**config.mk**
```make
export PLATFORM = sky130hd
export DESIGN_NAME = ifsb_top
export DESIGN_NICKNAME = d
export VERILOG_FILES = /design/src/pkg/ifsb_pkg.sv /design/src/hdl/ifsb_flag_word.sv /design/src/hdl/ifsb_top.sv
export SDC_FILE = /design/constraint.sdc
export NUM_CORES = 1
export LEC_CHECK = 0
export BUFFER_PORTS_ARGS = -buffer_cell sky130_fd_sc_hd__buf_2
export CAP_MARGIN = 0
export CORE_MARGIN = 10
export CORE_UTILIZATION = 25
export CTS_BUF_LIST = sky130_fd_sc_hd__clkbuf_8
export DETAILED_ROUTE_END_ITERATION = 8
export GPL_TIMING_DRIVEN = 0
export PLACE_DENSITY_LB_ADDON = 0.12
export SLEW_MARGIN = 15
export SYNTH_ARGS = -nofsm -noshare
export SYNTH_HDL_FRONTEND = slang
export SYNTH_HIERARCHICAL = 1
export SYNTH_SLANG_ARGS = --single-unit
```
**constraint.sdc**
```tcl
create_clock -name MCLK -period 3.1 [get_ports MCLK]
set_input_delay 0.155 -clock MCLK [delete_from_list [all_inputs] [get_ports MCLK]]
set_output_delay 0.155 -clock MCLK [all_outputs]
set_load 0.02 [all_outputs]
```
**src/pkg/ifsb_pkg.sv**
```systemverilog
// Constants for the interrupt flag status bank
//------------------------------------------------------------------------------
//------------------------------------------------------------------------------
package ifsb_pkg;

    localparam int          FLAG_W     = 16;
    localparam int          NUM_GROUPS = 3;
    localparam int          ADDR_W     = 8;

    // Register byte offsets
    localparam logic [7:0]  OFS_FLAGS0 = 8'h00;
    localparam logic [7:0]  OFS_FLAGS1 = 8'h04;
    localparam logic [7:0]  OFS_FLAGS2 = 8'h08;
    localparam logic [7:0]  OFS_ENA0   = 8'h0c;
    localparam logic [7:0]  OFS_ENA1   = 8'h10;
    localparam logic [7:0]  OFS_ENA2   = 8'h14;
    localparam logic [7:0]  OFS_EVSTAT = 8'h18;
    localparam logic [7:0]  OFS_EVCLR  = 8'h1c;
    localparam logic [7:0]  OFS_EVEN   = 8'h20;

    // Implemented bit masks per group and reset values
    localparam logic [15:0] IMPL0      = 16'h3fef;
    localparam logic [15:0] IMPL1      = 16'hfedf;
    localparam logic [15:0] IMPL2      = 16'h3fe3;
    localparam logic [15:0] FLAG_RST   = 16'h0000;
    localparam logic [2:0]  EV_RST     = 3'h0;

    // Group0 bit positions
    localparam int B_ADC_DONE   = 13;
    localparam int B_SER1_TX    = 12;
    localparam int B_SER1_RX    = 11;
    localparam int B_SP1_EVT    = 10;
    localparam int B_SP1_FLT    = 9;
    localparam int B_TMR3       = 8;
    localparam int B_TMR2       = 7;
    localparam int B_CMP2       = 6;
    localparam int B_CAP2       = 5;
    localparam int B_TMR1       = 3;
    localparam int B_CMP1       = 2;
    localparam int B_CAP1       = 1;
    localparam int B_EXT0       = 0;
    // Group1 bit positions
    localparam int B_SER2_TX    = 15;
    localparam int B_SER2_RX    = 14;
    localparam int B_EXT2       = 13;
    localparam int B_TMR5       = 12;
    localparam int B_TMR4       = 11;
    localparam int B_CMP4       = 10;
    localparam int B_CMP3       = 9;
    localparam int B_CAP8       = 7;
    localparam int B_CAP7       = 6;
    localparam int B_EXT1       = 4;
    localparam int B_PIN_CHG    = 3;
    localparam int B_COMPARATOR = 2;
    localparam int B_TW1_MST    = 1;
    localparam int B_TW1_SLV    = 0;
    // Group2 bit positions
    localparam int B_PAR_PORT   = 13;
    localparam int B_CMP8       = 12;
    localparam int B_CMP7       = 11;
    localparam int B_CMP6       = 10;
    localparam int B_CMP5       = 9;
    localparam int B_CAP6       = 8;
    localparam int B_CAP5       = 7;
    localparam int B_CAP4       = 6;
    localparam int B_CAP3       = 5;
    localparam int B_SP2_EVT    = 1;
    localparam int B_SP2_FLT    = 0;

    // Bus slave states
    typedef enum logic [1:0] {
        BUS_IDLE    = 2'b00,
        BUS_RD_WAIT = 2'b01,
        BUS_RD_DONE = 2'b10
    } ifsb_bus_type;

endpackage

```
**src/hdl/ifsb_flag_word.sv**
```systemverilog
// One group of sticky request flags with software read/write access
`timescale 1ns/100ps
module ifsb_flag_word #(
    parameter int              W    = 16,
    parameter logic [W-1:0]    IMPL = '1
) (
    // Clock and reset
    input  wire logic          clk,
    input  wire logic          rst_n,
    // Source requests
    input  wire logic [W-1:0]  set_req,
    // Software write
    input  wire logic          wr_en,
    input  wire logic [W-1:0]  wr_data,
    // Flag state
    output logic      [W-1:0]  flags
);

    logic [W-1:0] flags_ff;
    logic [W-1:0] nxt_flags;

    always_comb begin
        nxt_flags = wr_en ? wr_data : flags_ff;
        nxt_flags = (nxt_flags | set_req) & IMPL;
    end

    always_ff @(posedge clk or negedge rst_n) begin
        if (!rst_n) begin
            flags_ff <= '0;
        end else begin
            flags_ff <= nxt_flags;
        end
    end

    assign flags = flags_ff;

endmodule

```
**src/hdl/ifsb_top.sv**
```systemverilog
// Interrupt flag status bank with AHB-Lite register access
//
// Register access over AHB-Lite and the register addresses were chosen for this implementation.
`timescale 1ns/100ps
module ifsb_top (
    // Clock and reset
    input  wire logic        MCLK,
    input  wire logic        ARST_N,
    // AHB-Lite slave
    input  wire logic        HSEL,
    input  wire logic [31:0] HADDR,
    input  wire logic [1:0]  HTRANS,
    input  wire logic        HWRITE,
    input  wire logic [2:0]  HSIZE,
    input  wire logic [31:0] HWDATA,
    input  wire logic        HREADY,
    output logic      [31:0] HRDATA,
    output logic             HREADYOUT,
    output logic             HRESP,
    // Group0 source requests
    input  wire logic        ADC_DONE_REQ,
    input  wire logic        SERIAL1_TX_REQ,
    input  wire logic        SERIAL1_RX_REQ,
    input  wire logic        SPORT1_EVENT_REQ,
    input  wire logic        SPORT1_FAULT_REQ,
    input  wire logic        TIMER3_REQ,
    input  wire logic        TIMER2_REQ,
    input  wire logic        COMPARE2_REQ,
    input  wire logic        CAPTURE2_REQ,
    input  wire logic        TIMER1_REQ,
    input  wire logic        COMPARE1_REQ,
    input  wire logic        CAPTURE1_REQ,
    input  wire logic        EXT_IRQ0_REQ,
    // Group1 source requests
    input  wire logic        SERIAL2_TX_REQ,
    input  wire logic        SERIAL2_RX_REQ,
    input  wire logic        EXT_IRQ2_REQ,
    input  wire logic        TIMER5_REQ,
    input  wire logic        TIMER4_REQ,
    input  wire logic        COMPARE4_REQ,
    input  wire logic        COMPARE3_REQ,
    input  wire logic        CAPTURE8_REQ,
    input  wire logic        CAPTURE7_REQ,
    input  wire logic        EXT_IRQ1_REQ,
    input  wire logic        PIN_CHANGE_REQ,
    input  wire logic        COMPARATOR_REQ,
    input  wire logic        TWOWIRE1_MASTER_REQ,
    input  wire logic        TWOWIRE1_SLAVE_REQ,
    // Group2 source requests
    input  wire logic        PARALLEL_PORT_REQ,
    input  wire logic        COMPARE8_REQ,
    input  wire logic        COMPARE7_REQ,
    input  wire logic        COMPARE6_REQ,
    input  wire logic        COMPARE5_REQ,
    input  wire logic        CAPTURE6_REQ,
    input  wire logic        CAPTURE5_REQ,
    input  wire logic        CAPTURE4_REQ,
    input  wire logic        CAPTURE3_REQ,
    input  wire logic        SPORT2_EVENT_REQ,
    input  wire logic        SPORT2_FAULT_REQ,
    // Flag and pending outputs
    output logic      [15:0] FLAGS0,
    output logic      [15:0] FLAGS1,
    output logic      [15:0] FLAGS2,
    output logic      [15:0] PEND0,
    output logic      [15:0] PEND1,
    output logic      [15:0] PEND2,
    output logic             CPU_IRQ,
    // Event interrupt
    output logic             EVT_IRQ
);

    localparam int GW = ifsb_pkg::FLAG_W;
    localparam int NG = ifsb_pkg::NUM_GROUPS;

    //--------------------------------------------------------------------------
    // Helpers
    //--------------------------------------------------------------------------
    function automatic logic addr_hit(input logic [7:0] a, input logic [7:0] ofs);
        addr_hit = (a == ofs);
    endfunction

    function automatic logic [15:0] impl_mask(input int g);
        case (g)
            0:       impl_mask = ifsb_pkg::IMPL0;
            1:       impl_mask = ifsb_pkg::IMPL1;
            default: impl_mask = ifsb_pkg::IMPL2;
        endcase
    endfunction

    //--------------------------------------------------------------------------
    // Request mapping
    //--------------------------------------------------------------------------
    logic [GW-1:0] req [NG];

    always_comb begin
        req[0] = '0;
        req[0][ifsb_pkg::B_ADC_DONE] = ADC_DONE_REQ;
        req[0][ifsb_pkg::B_SER1_TX]  = SERIAL1_TX_REQ;
        req[0][ifsb_pkg::B_SER1_RX]  = SERIAL1_RX_REQ;
        req[0][ifsb_pkg::B_SP1_EVT]  = SPORT1_EVENT_REQ;
        req[0][ifsb_pkg::B_SP1_FLT]  = SPORT1_FAULT_REQ;
        req[0][ifsb_pkg::B_TMR3]     = TIMER3_REQ;
        req[0][ifsb_pkg::B_TMR2]     = TIMER2_REQ;
        req[0][ifsb_pkg::B_CMP2]     = COMPARE2_REQ;
        req[0][ifsb_pkg::B_CAP2]     = CAPTURE2_REQ;
        req[0][ifsb_pkg::B_TMR1]     = TIMER1_REQ;
        req[0][ifsb_pkg::B_CMP1]     = COMPARE1_REQ;
        req[0][ifsb_pkg::B_CAP1]     = CAPTURE1_REQ;
        req[0][ifsb_pkg::B_EXT0]     = EXT_IRQ0_REQ;
        req[1] = '0;
        req[1][ifsb_pkg::B_SER2_TX]    = SERIAL2_TX_REQ;
        req[1][ifsb_pkg::B_SER2_RX]    = SERIAL2_RX_REQ;
        req[1][ifsb_pkg::B_EXT2]       = EXT_IRQ2_REQ;
        req[1][ifsb_pkg::B_TMR5]       = TIMER5_REQ;
        req[1][ifsb_pkg::B_TMR4]       = TIMER4_REQ;
        req[1][ifsb_pkg::B_CMP4]       = COMPARE4_REQ;
        req[1][ifsb_pkg::B_CMP3]       = COMPARE3_REQ;
        req[1][ifsb_pkg::B_CAP8]       = CAPTURE8_REQ;
        req[1][ifsb_pkg::B_CAP7]       = CAPTURE7_REQ;
        req[1][ifsb_pkg::B_EXT1]       = EXT_IRQ1_REQ;
        req[1][ifsb_pkg::B_PIN_CHG]    = PIN_CHANGE_REQ;
        req[1][ifsb_pkg::B_COMPARATOR] = COMPARATOR_REQ;
        req[1][ifsb_pkg::B_TW1_MST]    = TWOWIRE1_MASTER_REQ;
        req[1][ifsb_pkg::B_TW1_SLV]    = TWOWIRE1_SLAVE_REQ;
        req[2] = '0;
        req[2][ifsb_pkg::B_PAR_PORT] = PARALLEL_PORT_REQ;
        req[2][ifsb_pkg::B_CMP8]     = COMPARE8_REQ;
        req[2][ifsb_pkg::B_CMP7]     = COMPARE7_REQ;
        req[2][ifsb_pkg::B_CMP6]     = COMPARE6_REQ;
        req[2][ifsb_pkg::B_CMP5]     = COMPARE5_REQ;
        req[2][ifsb_pkg::B_CAP6]     = CAPTURE6_REQ;
        req[2][ifsb_pkg::B_CAP5]     = CAPTURE5_REQ;
        req[2][ifsb_pkg::B_CAP4]     = CAPTURE4_REQ;
        req[2][ifsb_pkg::B_CAP3]     = CAPTURE3_REQ;
        req[2][ifsb_pkg::B_SP2_EVT]  = SPORT2_EVENT_REQ;
        req[2][ifsb_pkg::B_SP2_FLT]  = SPORT2_FAULT_REQ;
    end

    //--------------------------------------------------------------------------
    // AHB-Lite slave
    //--------------------------------------------------------------------------
    ifsb_pkg::ifsb_bus_type bus_state_ff;
    ifsb_pkg::ifsb_bus_type nxt_bus_state;
    logic        wr_ff;
    logic [7:0]  addr_ff;
    logic [31:0] rdata_ff;
    logic [31:0] rd_mux;
    logic        take;
    logic        wr_go;

    assign take  = HSEL && HTRANS[1] && HREADY;
    assign wr_go = wr_ff && HREADY;

    always_comb begin
        nxt_bus_state = bus_state_ff;
        case (bus_state_ff)
            ifsb_pkg::BUS_IDLE: begin
                if (take && !HWRITE) begin
                    nxt_bus_state = ifsb_pkg::BUS_RD_WAIT;
                end
            end
            ifsb_pkg::BUS_RD_WAIT: begin
                nxt_bus_state = ifsb_pkg::BUS_RD_DONE;
            end
            ifsb_pkg::BUS_RD_DONE: begin
                if (take && !HWRITE) begin
                    nxt_bus_state = ifsb_pkg::BUS_RD_WAIT;
                end else begin
                    nxt_bus_state = ifsb_pkg::BUS_IDLE;
                end
            end
            default: begin
                nxt_bus_state = ifsb_pkg::BUS_IDLE;
            end
        endcase
    end

    always_ff @(posedge MCLK or negedge ARST_N) begin
        if (!ARST_N) begin
            bus_state_ff <= ifsb_pkg::BUS_IDLE;
        end else begin
            bus_state_ff <= nxt_bus_state;
        end
    end

    // Address phase capture
    always_ff @(posedge MCLK or negedge ARST_N) begin
        if (!ARST_N) begin
            wr_ff   <= 1'b0;
            addr_ff <= 8'h00;
        end else if (HREADY) begin
            wr_ff <= take && HWRITE;
            if (take) begin
                addr_ff <= HADDR[ifsb_pkg::ADDR_W-1:0];
            end
        end
    end

    // Read data loaded during the wait cycle so earlier writes are visible
    always_ff @(posedge MCLK or negedge ARST_N) begin
        if (!ARST_N) begin
            rdata_ff <= 32'h0000_0000;
        end else if (bus_state_ff == ifsb_pkg::BUS_RD_WAIT) begin
            rdata_ff <= rd_mux;
        end
    end

    assign HRDATA    = rdata_ff;
    assign HREADYOUT = (bus_state_ff != ifsb_pkg::BUS_RD_WAIT);
    assign HRESP     = 1'b0;

    //--------------------------------------------------------------------------
    // Flag groups and enables
    //--------------------------------------------------------------------------
    logic [GW-1:0] flags [NG];
    logic [GW-1:0] ena_ff [NG];
    logic [GW-1:0] pend [NG];
    logic [NG-1:0] grp_pend;
    logic [NG-1:0] grp_evt;
    logic [7:0]    flag_ofs [NG];
    logic [7:0]    ena_ofs [NG];

    assign flag_ofs[0] = ifsb_pkg::OFS_FLAGS0;
    assign flag_ofs[1] = ifsb_pkg::OFS_FLAGS1;
    assign flag_ofs[2] = ifsb_pkg::OFS_FLAGS2;
    assign ena_ofs[0]  = ifsb_pkg::OFS_ENA0;
    assign ena_ofs[1]  = ifsb_pkg::OFS_ENA1;
    assign ena_ofs[2]  = ifsb_pkg::OFS_ENA2;

    generate
        for (genvar g = 0; g < NG; g++) begin : g_grp
            ifsb_flag_word #(
                .W    (GW),
                .IMPL (impl_mask(g))
            ) u_flags (
                .clk     (MCLK),
                .rst_n   (ARST_N),
                .set_req (req[g]),
                .wr_en   (wr_go && addr_hit(addr_ff, flag_ofs[g])),
                .wr_data (HWDATA[GW-1:0]),
                .flags   (flags[g])
            );

            always_ff @(posedge MCLK or negedge ARST_N) begin
                if (!ARST_N) begin
                    ena_ff[g] <= ifsb_pkg::FLAG_RST;
                end else if (wr_go && addr_hit(addr_ff, ena_ofs[g])) begin
                    ena_ff[g] <= HWDATA[GW-1:0] & impl_mask(g);
                end
            end

            assign pend[g]     = flags[g] & ena_ff[g];
            assign grp_pend[g] = |pend[g];
            assign grp_evt[g]  = |(req[g] & impl_mask(g));
        end
    endgenerate

    assign FLAGS0  = flags[0];
    assign FLAGS1  = flags[1];
    assign FLAGS2  = flags[2];
    assign PEND0   = pend[0];
    assign PEND1   = pend[1];
    assign PEND2   = pend[2];
    assign CPU_IRQ = |grp_pend;

    //--------------------------------------------------------------------------
    // Event status, clear and enable
    //--------------------------------------------------------------------------
    logic [NG-1:0] ev_stat_ff;
    logic [NG-1:0] ev_en_ff;
    logic [NG-1:0] ev_clr;

    assign ev_clr = (wr_go && addr_hit(addr_ff, ifsb_pkg::OFS_EVCLR)) ? HWDATA[NG-1:0] : '0;

    always_ff @(posedge MCLK or negedge ARST_N) begin
        if (!ARST_N) begin
            ev_stat_ff <= ifsb_pkg::EV_RST;
        end else begin
            ev_stat_ff <= (ev_stat_ff & ~ev_clr) | grp_evt;
        end
    end

    always_ff @(posedge MCLK or negedge ARST_N) begin
        if (!ARST_N) begin
            ev_en_ff <= ifsb_pkg::EV_RST;
        end else if (wr_go && addr_hit(addr_ff, ifsb_pkg::OFS_EVEN)) begin
            ev_en_ff <= HWDATA[NG-1:0];
        end
    end

    assign EVT_IRQ = |(ev_stat_ff & ev_en_ff);

    //--------------------------------------------------------------------------
    // Read multiplexer
    //--------------------------------------------------------------------------
    always_comb begin
        rd_mux = 32'h0000_0000;
        case (addr_ff)
            ifsb_pkg::OFS_FLAGS0: rd_mux[GW-1:0] = flags[0];
            ifsb_pkg::OFS_FLAGS1: rd_mux[GW-1:0] = flags[1];
            ifsb_pkg::OFS_FLAGS2: rd_mux[GW-1:0] = flags[2];
            ifsb_pkg::OFS_ENA0:   rd_mux[GW-1:0] = ena_ff[0];
            ifsb_pkg::OFS_ENA1:   rd_mux[GW-1:0] = ena_ff[1];
            ifsb_pkg::OFS_ENA2:   rd_mux[GW-1:0] = ena_ff[2];
            ifsb_pkg::OFS_EVSTAT: rd_mux[NG-1:0] = ev_stat_ff;
            ifsb_pkg::OFS_EVEN:   rd_mux[NG-1:0] = ev_en_ff;
            default:              rd_mux = 32'h0000_0000;
        endcase
    end

endmodule

```
==> impl_results.md <==
- Root Buffer: clkbuf_8
- Critical path arrival: 3.24 ns
- HP Class: in2reg
- CP Launch Type: flop
- Async set or reset register ratio after synthesis: 1.00
- Tightest Pin Transition: ~1.1 ns
- CTS tree: built
- Critical path class: reg2reg
- Register area: between 2000 and 3000 um2
- Residual DRC: 0
- Reg2reg setup slack: 0.19 ns
- CTS-repair resized insts: 0
- Post-synth EDFFs: 0
- Most frequent cells in the layout: buf_2, dfrtp_1, dlygate4sd3_1, and2_1, buf_4
- Status: complete, no violations
- Max incr delay on CP: 0.54 ns
- Met3 Usage GRT: 0.0528
- Minimum clock period: 2.91 ns
- Number of CTS-inserted buffers: 9
- DRT Pass-1 Iters: 5
- Largest net degree at the start of global routing: 74
- Vias in the first global route: between 5000 and 6000
- Register bit count reported by yosys: about 110
- Wire per inst: 24.5 um
- R2R cell count: 8
- Initial antenna violation count: 0
- WP data required: between 3 and 4 ns
- # diodes: 0
- YS warnings: 6
- Maximum vdd drop: between 0.0002 and 0.00025 V
- GR Layer Usage met1: 0.223
- Hold Worst Slack: approximately 0.034 ns
- Post-Syn Area: slightly above 6000 um2
- Crit path depth: 8
- FMAX: about 340 MHz
- Crit path max-delay family: buffers and inverters
- Max Slew Vio Count: 0
- Crit path capture type: flop
- Met2 Use GR: 0.281
- Multi-input logic area: 2940 um2
- Post-DP HPWL: 21200 um
- Max-cap violations: 0
- Post-CTS Setup Bufs: 0
- Commonest non-fill, non-tap cell in the layout: buf_2
- Vias per cell: around 4.9
- Synth area leader: dfrtp_1
- All-layer global routing usage: 0.173
- Clock Path Buffers: 2
- Crit-path slowest cell: or4_1
- Worst skew pair latency: ~0.4 ns
- Post-synth cell types: slightly above 60
- Clock-pin slew on the worst setup and hold paths: 0.11 ns
- Clock sink count: 109
- Routed via count: roughly 5400
- Die X: around 180 um
- Worst path most repeated cell: clkbuf_1
- Synthesized area per cell: between 10 and 15 um2
- Post-CTS Hold Buffers: 52
- Worst slack, placed: between 0.2 and 0.25 ns
- Drt first-iter violations: 381
- First-pass GRT wire length: between 30000 and 40000 um
- Worst path cell trace: or4_1, clkbuf_1, clkbuf_1, nor3_2, buf_4, buf_6, buf_8, a211o_1
- Drt total wl: approximately 27000 um
- Die Footprint: ~31000 um2
- Top cell type's share of synthesized area: 0.450
- Top Ports: around 240
- Seq/Total Area, Yosys: 0.450
- Busiest grt layer: met2
- Pwr/cell area: 425 nW/um2
- H-tree depth: 3
- Layout area overhead: 35.2%
- Skew final: 0.0226 ns
- Hold Vio Cnt, Final: 0
- Final setup fails: 0
- Final ANT Viol Nets: 0
- Buf/Inv on CP: 5
- GPL Wtd Cong: about 0.86
- # fillers: about 2500
- Row count: between 50 and 60
- Worst Path Max Fanout: 10
- Core area: around 24000 um2
- Share of layout cells above drive strength 1: 0.373
- Hold Path Stages: 2
- I/O Buffers: 162
- Slew Limit Headroom: 0.245
- Worst Slack Setup Final: between 0.15 and 0.2 ns
- Fin Setup TNS: 0 ns
- Ys flop type: dfrtp_1
- Grt total ovfl: 0
- Initial core utilization: 0.256
- DIE HEIGHT: 176 um
- Period utilization: 0.938
- Synth Instances: 535
- RSZ-0062 raised after global routing: no
- Synth top area cells: dfrtp_1, mux2_2, a211o_1
- P_leak: ~3.7 nW
- Nets: approximately 910
- Total Power: around 3.5 mW
metal layers:
layer  vias up  routed length (um)
met3        19                2080
met5         -                   0
met2       222               13000
li1       2441                   -
met4         0                 331
met1      2752               12100
worst paths after layout:
kind,from,to
worst max-delay path,addr_ff[5],g_grp[0].u_flags/flags[1]
worst min-delay path,HWDATA[3],g_grp[0].u_flags/flags[3]
worst max register to register,addr_ff[5],g_grp[0].u_flags/flags[1]
worst min register to register,bus_state_ff[0],bus_state_ff[0]
max in group asynchronous,ARST_N,HRDATA[6]
min in group asynchronous,ARST_N,ena_ff[31]
synthesized netlist by cell type (3+ instances only):
library cell,count
nor2_1,11
a22o_1,6
conb_1,4
nor3_1,11
buf_2,5
mux2_2,39
a21o_1,3
dfrtp_1,109
o221ai_1,3
buf_6,7
a21oi_1,9
mux2i_1,13
buf_4,40
mux2_1,6
nand2_1,12
a31oi_1,4
clkbuf_1,9
a211o_1,38
or4_1,8
nand3_1,10
and3_1,4
and2_1,41
a32o_1,4
nor4_1,14
a2bb2oi_1,4
inv_1,7
o21a_1,3
mux2_4,10
buf_8,3
o211ai_1,5
nor2b_1,27
nand4_1,3
and2b_1,14
a22oi_1,7
and2b_4,3
o2111ai_1,3
state kept, by name, indices dropped and copies added (netlist names):
signal / cells
ena_ff: 38
bus_state_ff: 2
wr_ff: 1
g_grp.u_flags/flags: 38
addr_ff: 8
HRDATA: 16
ev_en_ff: 3
ev_stat_ff: 3
stage by stage:
step	util	cells	cell area (um2)
after CTS	0.346	1119	8190
after global routing	0.346	1120	8200
after detailed placement	0.315	1051	7450
final	0.346	1120	8200
after floorplan	-	568	6190
after global placement	0.312	1049	7400
area by class of cell:
type | instances | area share
multi-input cells | 387 | 0.359
clock buffers | 10 | 0.0168
plain buffers | 65 | 0.0613
clock inverters | 6 | 0.00961
well taps | 319 | 0.0487
flip-flops and latches | 109 | 0.333
inverters | 7 | 0.00320
repair buffers | 217 | 0.169
report_power, final:
group          leakage, nW  total (mW)  switching [mW]  internal (mW)
combinational         2.30       0.931           0.562          0.369
clock                0.104       0.977           0.564          0.413
sequential            1.27        1.58          0.0781           1.50
logic make-up after synthesis:
family / count (synthesis) / share of synthesized area
muxes: 68 / 0.130
and+or+nand+nor: 176 / 0.189
other: 4 / 0.00248
buffers and inverters: 72 / 0.0873
AOI/OAI and AO/OA: 106 / 0.141
DFF: 109 / 0.450
(Power assumes the default switching activity.)
